## src/verilog/fpp_pkg.sv

```systemverilog
package fpp_pkg;

  // ****************************************************************
  // geometry
  // ****************************************************************
  localparam int ADDR_W    = 8;     // 256 words
  localparam int DATA_W    = 4;     // four bits a word
  localparam int BIT_SEL_W = 2;

  // ****************************************************************
  // timing in their own units, then cycles at 100 MHz
  // ****************************************************************
  localparam int CLK_PERIOD_NS = 10;
  localparam int LEAD_NS       = 100;   // program pin leads output pin
  localparam int D1_MIN_US     = 70;
  localparam int D1_MAX_US     = 90;
  localparam int D2_MIN_NS     = 100;
  localparam int PULSE_MIN_US  = 1;
  localparam int PULSE_MAX_US  = 40;
  localparam int DUTY_PCT      = 25;
  localparam int SETTLE_NS     = 100;   // verify read settle time

  // least times round up, longest round down
  localparam int LEAD_CYC  = (LEAD_NS + CLK_PERIOD_NS - 1) / CLK_PERIOD_NS;
  localparam int D1_MIN_CYC =
    (D1_MIN_US * 1000 + CLK_PERIOD_NS - 1) / CLK_PERIOD_NS;
  localparam int D1_MAX_CYC = (D1_MAX_US * 1000) / CLK_PERIOD_NS;
  localparam int D1_CYC     = (D1_MIN_CYC + D1_MAX_CYC) / 2;
  localparam int D2_CYC    = (D2_MIN_NS + CLK_PERIOD_NS - 1) / CLK_PERIOD_NS;
  localparam int SETTLE_CYC =
    (SETTLE_NS + CLK_PERIOD_NS - 1) / CLK_PERIOD_NS;
  localparam int PULSE_CYC  =
    (PULSE_MIN_US * 1000 + CLK_PERIOD_NS - 1) / CLK_PERIOD_NS;
  // off time so that pulse / cycle stays at or below the duty limit
  localparam int OFF_CYC =
    (PULSE_CYC * (100 - DUTY_PCT) + DUTY_PCT - 1) / DUTY_PCT;

  localparam int CNT_W = 16;

  // ****************************************************************
  // pulse levels and attempts
  // ****************************************************************
  localparam int          MAX_PULSES = 9;
  localparam int          STEP_LEN   = 3;
  localparam logic [1:0]  LVL_LOW    = 2'h0;   // 27 V / 20 V
  localparam logic [1:0]  LVL_MID    = 2'h1;   // 30 V / 23 V
  localparam logic [1:0]  LVL_HIGH   = 2'h2;   // 33 V / 26 V
  localparam logic        SUPPLY_LOW = 1'b0;   // 4.2 V, 12 mA load
  localparam logic        SUPPLY_HI  = 1'b1;   // 6.0 V, 0.2 mA load

  // ****************************************************************
  // carriers
  // ****************************************************************
  typedef struct packed {
    logic [ADDR_W-1:0]    addr;
    logic [BIT_SEL_W-1:0] bit_sel;
  } fpp_req_t;

  typedef struct packed {
    logic [1:0] level;
    logic       supply;
    logic       prog_pin;
    logic       out_pulse;
  } fpp_drive_t;

  typedef enum logic [8:0] {
    S_IDLE   = 9'h001,
    S_SETUP  = 9'h002,
    S_LEAD   = 9'h004,
    S_WAIT1  = 9'h008,
    S_PULSE  = 9'h010,
    S_D2     = 9'h020,
    S_VERIFY = 9'h040,
    S_OFF    = 9'h080,
    S_DONE   = 9'h100
  } fpp_state_t;

endpackage

```

## src/verilog/fpp_sync.sv

```systemverilog
`timescale 1ns/1ns
// ******************************************************************
// three-stage pin synchroniser, change taken when stages 2 and 3 agree
// ******************************************************************
module fpp_sync #(
  parameter int W = 4
) (
  // clock and reset
  input  wire logic         clk,
  input  wire logic         srst,
  // pin side
  input  wire logic [W-1:0] pin,
  // clean side
  output logic      [W-1:0] level
);

  logic [W-1:0] s1;
  logic [W-1:0] s2;
  logic [W-1:0] s3;
  wire  [W-1:0] agree = ~(s2 ^ s3);

  // s1 feeds only s2, so metastability stays out of the logic
  always_ff @(posedge clk) begin
    if (srst) begin
      s1    <= {W{1'b1}};
      s2    <= {W{1'b1}};
      s3    <= {W{1'b1}};
      level <= {W{1'b1}};
    end else begin
      s1    <= pin;
      s2    <= s1;
      s3    <= s2;
      level <= (agree & s3) | (~agree & level);
    end
  end

endmodule // fpp_sync

```

## src/verilog/fpp_prog.sv

```systemverilog
`timescale 1ns/1ns
module fpp_prog (
  // clock and reset
  input  wire logic                   clk,
  input  wire logic                   srst,
  // request: burn one bit to zero
  input  wire logic                   req_valid,
  output logic                        req_ready,
  input  wire fpp_pkg::fpp_req_t      req,
  // result
  output logic                        done,
  output logic                        fail,
  output logic [3:0]                  pulses_used,
  // device pins
  output logic [fpp_pkg::ADDR_W-1:0]  addr_pin,
  output logic                        prog_en_n,
  output logic                        other_en_n,
  output logic [fpp_pkg::DATA_W-1:0]  q_out,
  output logic [fpp_pkg::DATA_W-1:0]  q_oe,
  input  wire logic [fpp_pkg::DATA_W-1:0] q_in,
  // supply and level control to the analog front end
  output fpp_pkg::fpp_drive_t         drive
);

  // ****************************************************************
  // state
  // ****************************************************************
  fpp_pkg::fpp_state_t             state;
  fpp_pkg::fpp_state_t             next_state;
  logic [fpp_pkg::CNT_W-1:0]       cnt;
  logic [3:0]                      attempt;
  logic                            chk_hi;
  fpp_pkg::fpp_req_t               cur;
  logic [fpp_pkg::DATA_W-1:0]      q_sync;

  fpp_sync #(.W(fpp_pkg::DATA_W)) u_sync (
    .clk   (clk),
    .srst  (srst),
    .pin   (q_in),
    .level (q_sync)
  );

  // ****************************************************************
  // helpers
  // ****************************************************************
  function automatic logic [fpp_pkg::CNT_W-1:0] cyc(input int n);
    return fpp_pkg::CNT_W'(n - 1);
  endfunction

  // one-hot output select guarantees a single raised output
  function automatic logic [fpp_pkg::DATA_W-1:0] onehot(
    input logic [fpp_pkg::BIT_SEL_W-1:0] s);
    return fpp_pkg::DATA_W'(1) << s;
  endfunction

  // three pulses per level step
  function automatic logic [1:0] step_of(input logic [3:0] a);
    return (a < 4'h3) ? fpp_pkg::LVL_LOW :
           (a < 4'h6) ? fpp_pkg::LVL_MID : fpp_pkg::LVL_HIGH;
  endfunction

  // length of each phase, loaded into the counter on entry
  function automatic logic [fpp_pkg::CNT_W-1:0] phase_len(
    input fpp_pkg::fpp_state_t s);
    logic [fpp_pkg::CNT_W-1:0] n;
    n = '0;
    unique case (s)
      fpp_pkg::S_IDLE, fpp_pkg::S_DONE: n = '0;
      fpp_pkg::S_SETUP:  n = cyc(fpp_pkg::SETTLE_CYC);
      fpp_pkg::S_LEAD:   n = cyc(fpp_pkg::LEAD_CYC);
      fpp_pkg::S_WAIT1:  n = cyc(fpp_pkg::D1_CYC);
      fpp_pkg::S_PULSE:  n = cyc(fpp_pkg::PULSE_CYC);
      fpp_pkg::S_D2:     n = cyc(fpp_pkg::D2_CYC);
      fpp_pkg::S_VERIFY: n = cyc(fpp_pkg::SETTLE_CYC);
      fpp_pkg::S_OFF:    n = cyc(fpp_pkg::OFF_CYC);
    endcase
    return n;
  endfunction

  // ****************************************************************
  // decode
  // ****************************************************************
  wire cnt_done   = (cnt == '0);
  wire bit_low    = ~q_sync[cur.bit_sel];
  // attempt counts pulses given, so the ninth pulse is the last
  wire last_try   = (attempt == 4'(fpp_pkg::MAX_PULSES));
  // one request at a time; busy phases ignore req_valid
  wire take       = req_ready && req_valid;
  wire pulse_end  = (state == fpp_pkg::S_PULSE) && cnt_done;
  wire verify_end = (state == fpp_pkg::S_VERIFY) && cnt_done;
  wire bit_end    = verify_end && (next_state == fpp_pkg::S_DONE);
  wire next_pulse = (next_state == fpp_pkg::S_PULSE);
  // second supply corner reloads the count without a state change
  wire reload     = (next_state != state) || verify_end;
  wire [fpp_pkg::CNT_W-1:0] next_cnt =
    reload ? phase_len(next_state) : (cnt_done ? cnt : cnt - 1'b1);
  assign req_ready = (state == fpp_pkg::S_IDLE) ||
                     (state == fpp_pkg::S_DONE);

  // ****************************************************************
  // sequencer
  // ****************************************************************
  always_comb begin
    next_state = state;
    unique case (state)
      fpp_pkg::S_IDLE, fpp_pkg::S_DONE:
        if (req_valid) next_state = fpp_pkg::S_SETUP;
      fpp_pkg::S_SETUP:  if (cnt_done) next_state = fpp_pkg::S_LEAD;
      fpp_pkg::S_LEAD:   if (cnt_done) next_state = fpp_pkg::S_WAIT1;
      fpp_pkg::S_WAIT1:  if (cnt_done) next_state = fpp_pkg::S_PULSE;
      fpp_pkg::S_PULSE:  if (cnt_done) next_state = fpp_pkg::S_D2;
      fpp_pkg::S_D2:     if (cnt_done) next_state = fpp_pkg::S_VERIFY;
      fpp_pkg::S_VERIFY:
        if (cnt_done) begin
          if (!bit_low) next_state = last_try ? fpp_pkg::S_DONE
                                              : fpp_pkg::S_OFF;
          else if (chk_hi) next_state = fpp_pkg::S_DONE;
        end
      fpp_pkg::S_OFF:    if (cnt_done) next_state = fpp_pkg::S_LEAD;
    endcase
  end

  // phase counter reloads on every state entry and at verify end, else counts down and holds at zero
  always_ff @(posedge clk) begin
    if (srst) begin
      state <= fpp_pkg::S_IDLE;
      cnt   <= '0;
    end else begin
      state <= next_state;
      cnt   <= next_cnt;
    end
  end

  // request capture, attempt count, supply corner
  always_ff @(posedge clk) begin
    if (srst) begin
      cur     <= '0;
      attempt <= '0;
      chk_hi  <= 1'b0;
    end else begin
      if (take) begin
        cur     <= req;
        attempt <= '0;
      end
      if (pulse_end)
        attempt <= attempt + 1'b1;
      // verify at low supply first, then high
      if (verify_end)
        chk_hi <= bit_low && !chk_hi;
      else if (state != fpp_pkg::S_VERIFY)
        chk_hi <= 1'b0;
    end
  end

  // result flags; a blank part reads all ones until burnt
  always_ff @(posedge clk) begin
    if (srst) begin
      done        <= 1'b0;
      fail        <= 1'b0;
      pulses_used <= '0;
    end else begin
      done <= 1'b0;
      if (take)
        fail <= 1'b0;
      if (bit_end) begin
        done        <= 1'b1;
        fail        <= !bit_low;
        pulses_used <= attempt;
      end
    end
  end

  // ****************************************************************
  // pin drive
  // ****************************************************************
  wire pin_active = (state == fpp_pkg::S_LEAD) ||
                    (state == fpp_pkg::S_WAIT1) ||
                    (state == fpp_pkg::S_PULSE);
  wire verifying  = (state == fpp_pkg::S_VERIFY);

  // registered pins; address held whole sequence for clean decode
  always_ff @(posedge clk) begin
    if (srst) begin
      addr_pin   <= '0;
      prog_en_n  <= 1'b1;
      other_en_n <= 1'b1;
      q_out      <= '0;
      q_oe       <= '0;
      drive      <= '0;
    end else begin
      addr_pin        <= cur.addr;
      // program enable held high disables outputs through the pulse; low only in verify
      prog_en_n       <= !verifying;
      // other enable tied to program enable position
      other_en_n      <= !verifying;
      // logic level stays low; the front end sets the pulse height
      q_out           <= '0;
      q_oe            <= next_pulse ? onehot(cur.bit_sel) : '0;
      drive.prog_pin  <= pin_active;
      drive.out_pulse <= next_pulse;
      drive.level     <= step_of(attempt);
      drive.supply    <= chk_hi ? fpp_pkg::SUPPLY_HI
                                : fpp_pkg::SUPPLY_LOW;
    end
  end

endmodule // fpp_prog

```

## config.mk

```make
export PLATFORM = sky130hd
export DESIGN_NAME = fpp_prog
export DESIGN_NICKNAME = d
export VERILOG_FILES = /design/src/verilog/fpp_pkg.sv /design/src/verilog/fpp_sync.sv /design/src/verilog/fpp_prog.sv
export SDC_FILE = /design/constraint.sdc
export NUM_CORES = 1
export LEC_CHECK = 0
export ABC_CLOCK_PERIOD_IN_PS = 5100
export BUFFER_PORTS_ARGS = -buffer_cell sky130_fd_sc_hd__buf_2
export CAP_MARGIN = 5
export CORE_UTILIZATION = 50
export DETAILED_ROUTE_END_ITERATION = 10
export PLACE_DENSITY_LB_ADDON = 0.25
export SYNTH_ARGS = -nofsm -noshare
export SYNTH_HDL_FRONTEND = slang
export SYNTH_SLANG_ARGS = --single-unit
```

## constraint.sdc

```tcl
create_clock -name clk -period 5.1 [get_ports clk]
set_input_delay 0 -clock clk [delete_from_list [all_inputs] [get_ports clk]]
set_output_delay 0 -clock clk [all_outputs]
set_load 0.005 [all_outputs]
```

==> reports/results.tsv <==
stage	metric	value	unit
logic_synthesis	adder-cell area share of the yosys netlist	1.08	%
floorplanning	core area	6530	um^2
min_path	hold crit path type	input pin to flip-flop	
logic_synthesis	number of flops mapped to enable cells by yosys	0	
global_route	first-pass GRT wire length	12200	um
clocking	post-CTS setup buffer count	0	
place	Cell Area, Placed	3670	um^2
clocking	TritonCTS clock tree	done	
cells_and_area	antenna diode count	0	
timing	Final Max Slew Viols	0	
floorplanning	die width	85.2	um
power_and_ir_drop	switch share	39.0	%
drt	DRC viols	0	
drt	WL/cell	14.1	um
drt	DRT Pass-1 Iters	5	
logic_synthesis	multiplexer area fraction after synthesis	4.99	%
logic_synthesis	#FFs+latches synth	80	
global_route	global route overflow	0	
logic_synthesis	synthesized area	3460	um^2
outcome	status	completed	
timing	fmax	333	MHz
cells_and_area	fillcell total	564	
timing	setup_tns	0	ns
logic_synthesis	distinct cell type count after synthesis	59	
timing	final hold vios	0	
logic_synthesis	Post-synth ARST share	0	%
cells_and_area	footprint of the multi-input gates	1720	um^2
global_route	antenna violations before repair	0	
power_and_ir_drop	Leak	1.68	nW
clocking	Root Buffer	clkbuf_8	
place	IO buf count	42	
cells_and_area	Final Net Count	451	
logic_synthesis	Synth Area in Compound Gates	13.0	%
place	pre-CTS setup slack	2.15	ns
drt	Total Wirelength	7260	um
timing	endpoints failing setup	0	
timing	slew of the pin with the lowest slew margin	0.732	ns
logic_synthesis	yosys warns	0	
place	post-DP HPWL	4780	um
logic_synthesis	Gate Count Post-Synth	386	
setup_path	crit start category	flip-flop	
drt	vias per cell	5.51	
floorplanning	Ports	47	
logic_synthesis	largest family of logic cells by synthesized area	simple AND/OR/NAND/NOR gates	
clocking	Clock Pin Slew Worst Setup and Hold Paths	0.08	ns
global_route	GRT Total Usage	21.2	%
power_and_ir_drop	Max VDD drop	0.374	mV
logic_synthesis	Seq/Total Area, Yosys	46.3	%
setup_path	WS Path Type	flip-flop to flip-flop	
clocking	clock sink count	80	
clocking	H-tree depth	3	
setup_path	Worst setup EP type	flip-flop	
setup_path	Worst Setup SP	cnt[0]$_SDFFE_PP0P_	
clocking	Clock Path Buffers	2	
setup_path	Crit Path Max Fanout	14	
logic_synthesis	post-synthesis simple-gate area fraction	25.9	%
timing	fin crit share	58.9	%
floorplanning	Initial Util	53.0	%
power_and_ir_drop	Int Power	1.24	mW
cells_and_area	share of layout cells above drive strength 1	20.2	%
timing	Final WS setup	2.09	ns
setup_path	WP data arrival	3.25	ns
place	GPL Wtd Cong	0.898	
run	MaxCap Viol Count	0	
setup_path	Req. time, crit path	5.34	ns
power_and_ir_drop	Power Density	510	nW/um^2
drt	First DRT Iteration DRCs	185	
power_and_ir_drop	Seq pwr share	37.6	%
floorplanning	Row Count	29	
power_and_ir_drop	Switch Pwr	0.794	mW
min_path	hold_sp	req_valid	
drt	Antenna Nets Post-Route	0	
logic_synthesis	Syn Area/Cell	8.96	um^2
timing	unrepaired setup endpoints after global routing	false	
setup_path	R2R Path Start	cnt[0]$_SDFFE_PP0P_	
timing	Worst Clk Skew	0.00995	ns
logic_synthesis	main flop type after synthesis	dfxtp_1	
timing	fin crit period	3.01	ns
cells_and_area	Final Instance Area	4000	um^2
global_route	pin count of the biggest net entering global routing	78	
floorplanning	Die Area	7260	um^2
clocking	worst skew pair latency	0.35	ns
cells_and_area	Seq. cell area	1600	um^2
floorplanning	Die Height	85.2	um
power_and_ir_drop	Comb pwr share	41.1	%
drt	via count	2829	
timing	relative slew slack	51.2	%
clocking	CTS buffer count	9	
power_and_ir_drop	Clk pwr share	21.3	%
logic_synthesis	Synth Area in XOR/XNOR	4.30	%
global_route	vias in the first global route	2618	
cells_and_area	Area growth syn-to-layout	15.5	%
## synth_stat cells (8+ instances only)
cell type / instances / area, um^2
a21oi_1: 32 / 160
clkbuf_1: 16 / 60.1
dfxtp_1: 80 / 1600
mux2i_1: 15 / 150
nand2_1: 21 / 78.8
nand3_1: 12 / 60.1
nor2_1: 49 / 184
nor2b_1: 12 / 75.1
nor3_1: 14 / 70.1
or2_2: 18 / 113
xnor2_1: 9 / 78.8
xor2_1: 8 / 70.1
## flip-flops by register name (all words and copies together) (netlist names), named ones only
name	cells
u_sync.s3	4
other_en_n	1
u_sync.s1	4
q_oe	4
drive	5
attempt	4
state	9
chk_hi	1
cnt	16
fail	1
addr_pin	8
pulses_used	4
cur	10
done	1
u_sync.s2	4
## critical path: stages, from the launching register on
cell,delay [ns]
dfxtp_1,0.33
inv_1,0.10
ha_1,0.20
or3b_1,0.47
nor4_1,0.37
and2_1,0.38
nand2_1,0.09
a32o_1,0.43
and2_1,0.24
o31a_1,0.29
## final timing paths
check / slack (ns) / endpoint / cells past startpoint
worst min register to register: 0.42 / u_sync.s2[2]$_SDFF_PP1_ / 1
worst min-delay path: 0.07 / state[1]$_SDFF_PP0_ / 3
worst max-delay path: 2.09 / cnt[3]$_SDFFE_PP0P_ / 9
worst max register to register: 2.09 / cnt[3]$_SDFFE_PP0P_ / 9
## cells by family (layout without fill, tap and decap cells)
logic type | after synthesis | in the layout
compound gates | 70 | 70
fa+ha+maj | 3 | 3
other cells | 1 | 4
xor+xnor | 17 | 17
simple gates | 166 | 166
buf+inv | 33 | 80
mux | 16 | 16
flops | 80 | 80
## metrics by stage
stage	hold slack, ns	utilization, %	total power [mW]	instances
after floorplan	0.104	-	1.44	389
after global placement	0.182	56.1	1.58	483
after detailed placement	0.187	56.1	1.59	483
after CTS	0.0352	61.2	2.04	513
after global routing	0.0627	61.2	2.17	513
final	0.0664	61.2	2.04	513
## final cells by class
class | instances | area share (%)
sequential | 80 | 40.1
clock inverter | 6 | 1.25
multi-input combinational | 276 | 43.1
inverter | 6 | 0.564
clock buffer | 10 | 3.45
timing repair buffer | 58 | 9.14
tap | 77 | 2.41
## power by group through the flow
stage	Sequential [mW]	Clock, mW	Combinational, mW
after global placement	0.774	0	0.802
final	0.765	0.434	0.838
after detailed placement	0.776	0	0.809
after global routing	0.776	0.477	0.921
after floorplan	0.758	0	0.678
after CTS	0.764	0.444	0.832
## placed cells by master (no fill, tap or decap), types with 7 or more instances in the layout
cell,synthesis,layout
xnor2_1,9,9
or4_1,7,7
nor3_1,14,14
xor2_1,8,8
or2_2,18,18
buf_2,4,42
nand3_1,12,12
a21oi_1,32,32
dlygate4sd3_1,0,14
nor2b_1,12,12
nor2_1,49,49
o21ai_0,7,7
clkbuf_8,0,10
nand2_1,21,21
mux2i_1,15,15
dfxtp_1,80,80
## routing by layer
layer / vias up / routed length, um / GRT usage, %
li1: 1432 / - / -
met1: 1292 / 3440 / 27.9
met2: 94 / 3340 / 33.9
met3: 11 / 393 / 6.42
met4: 0 / 79 / 5.86
met5: - / 0 / 0
## timing repair
| item | CTS | global route |
|---|---|---|
| endpoints found under the hold margin | 14 | 0 |
| hold buffers | 14 | 0 |
| gates resized for setup | 0 | 0 |
No activity file was read; power rests on OpenSTA's default activity.
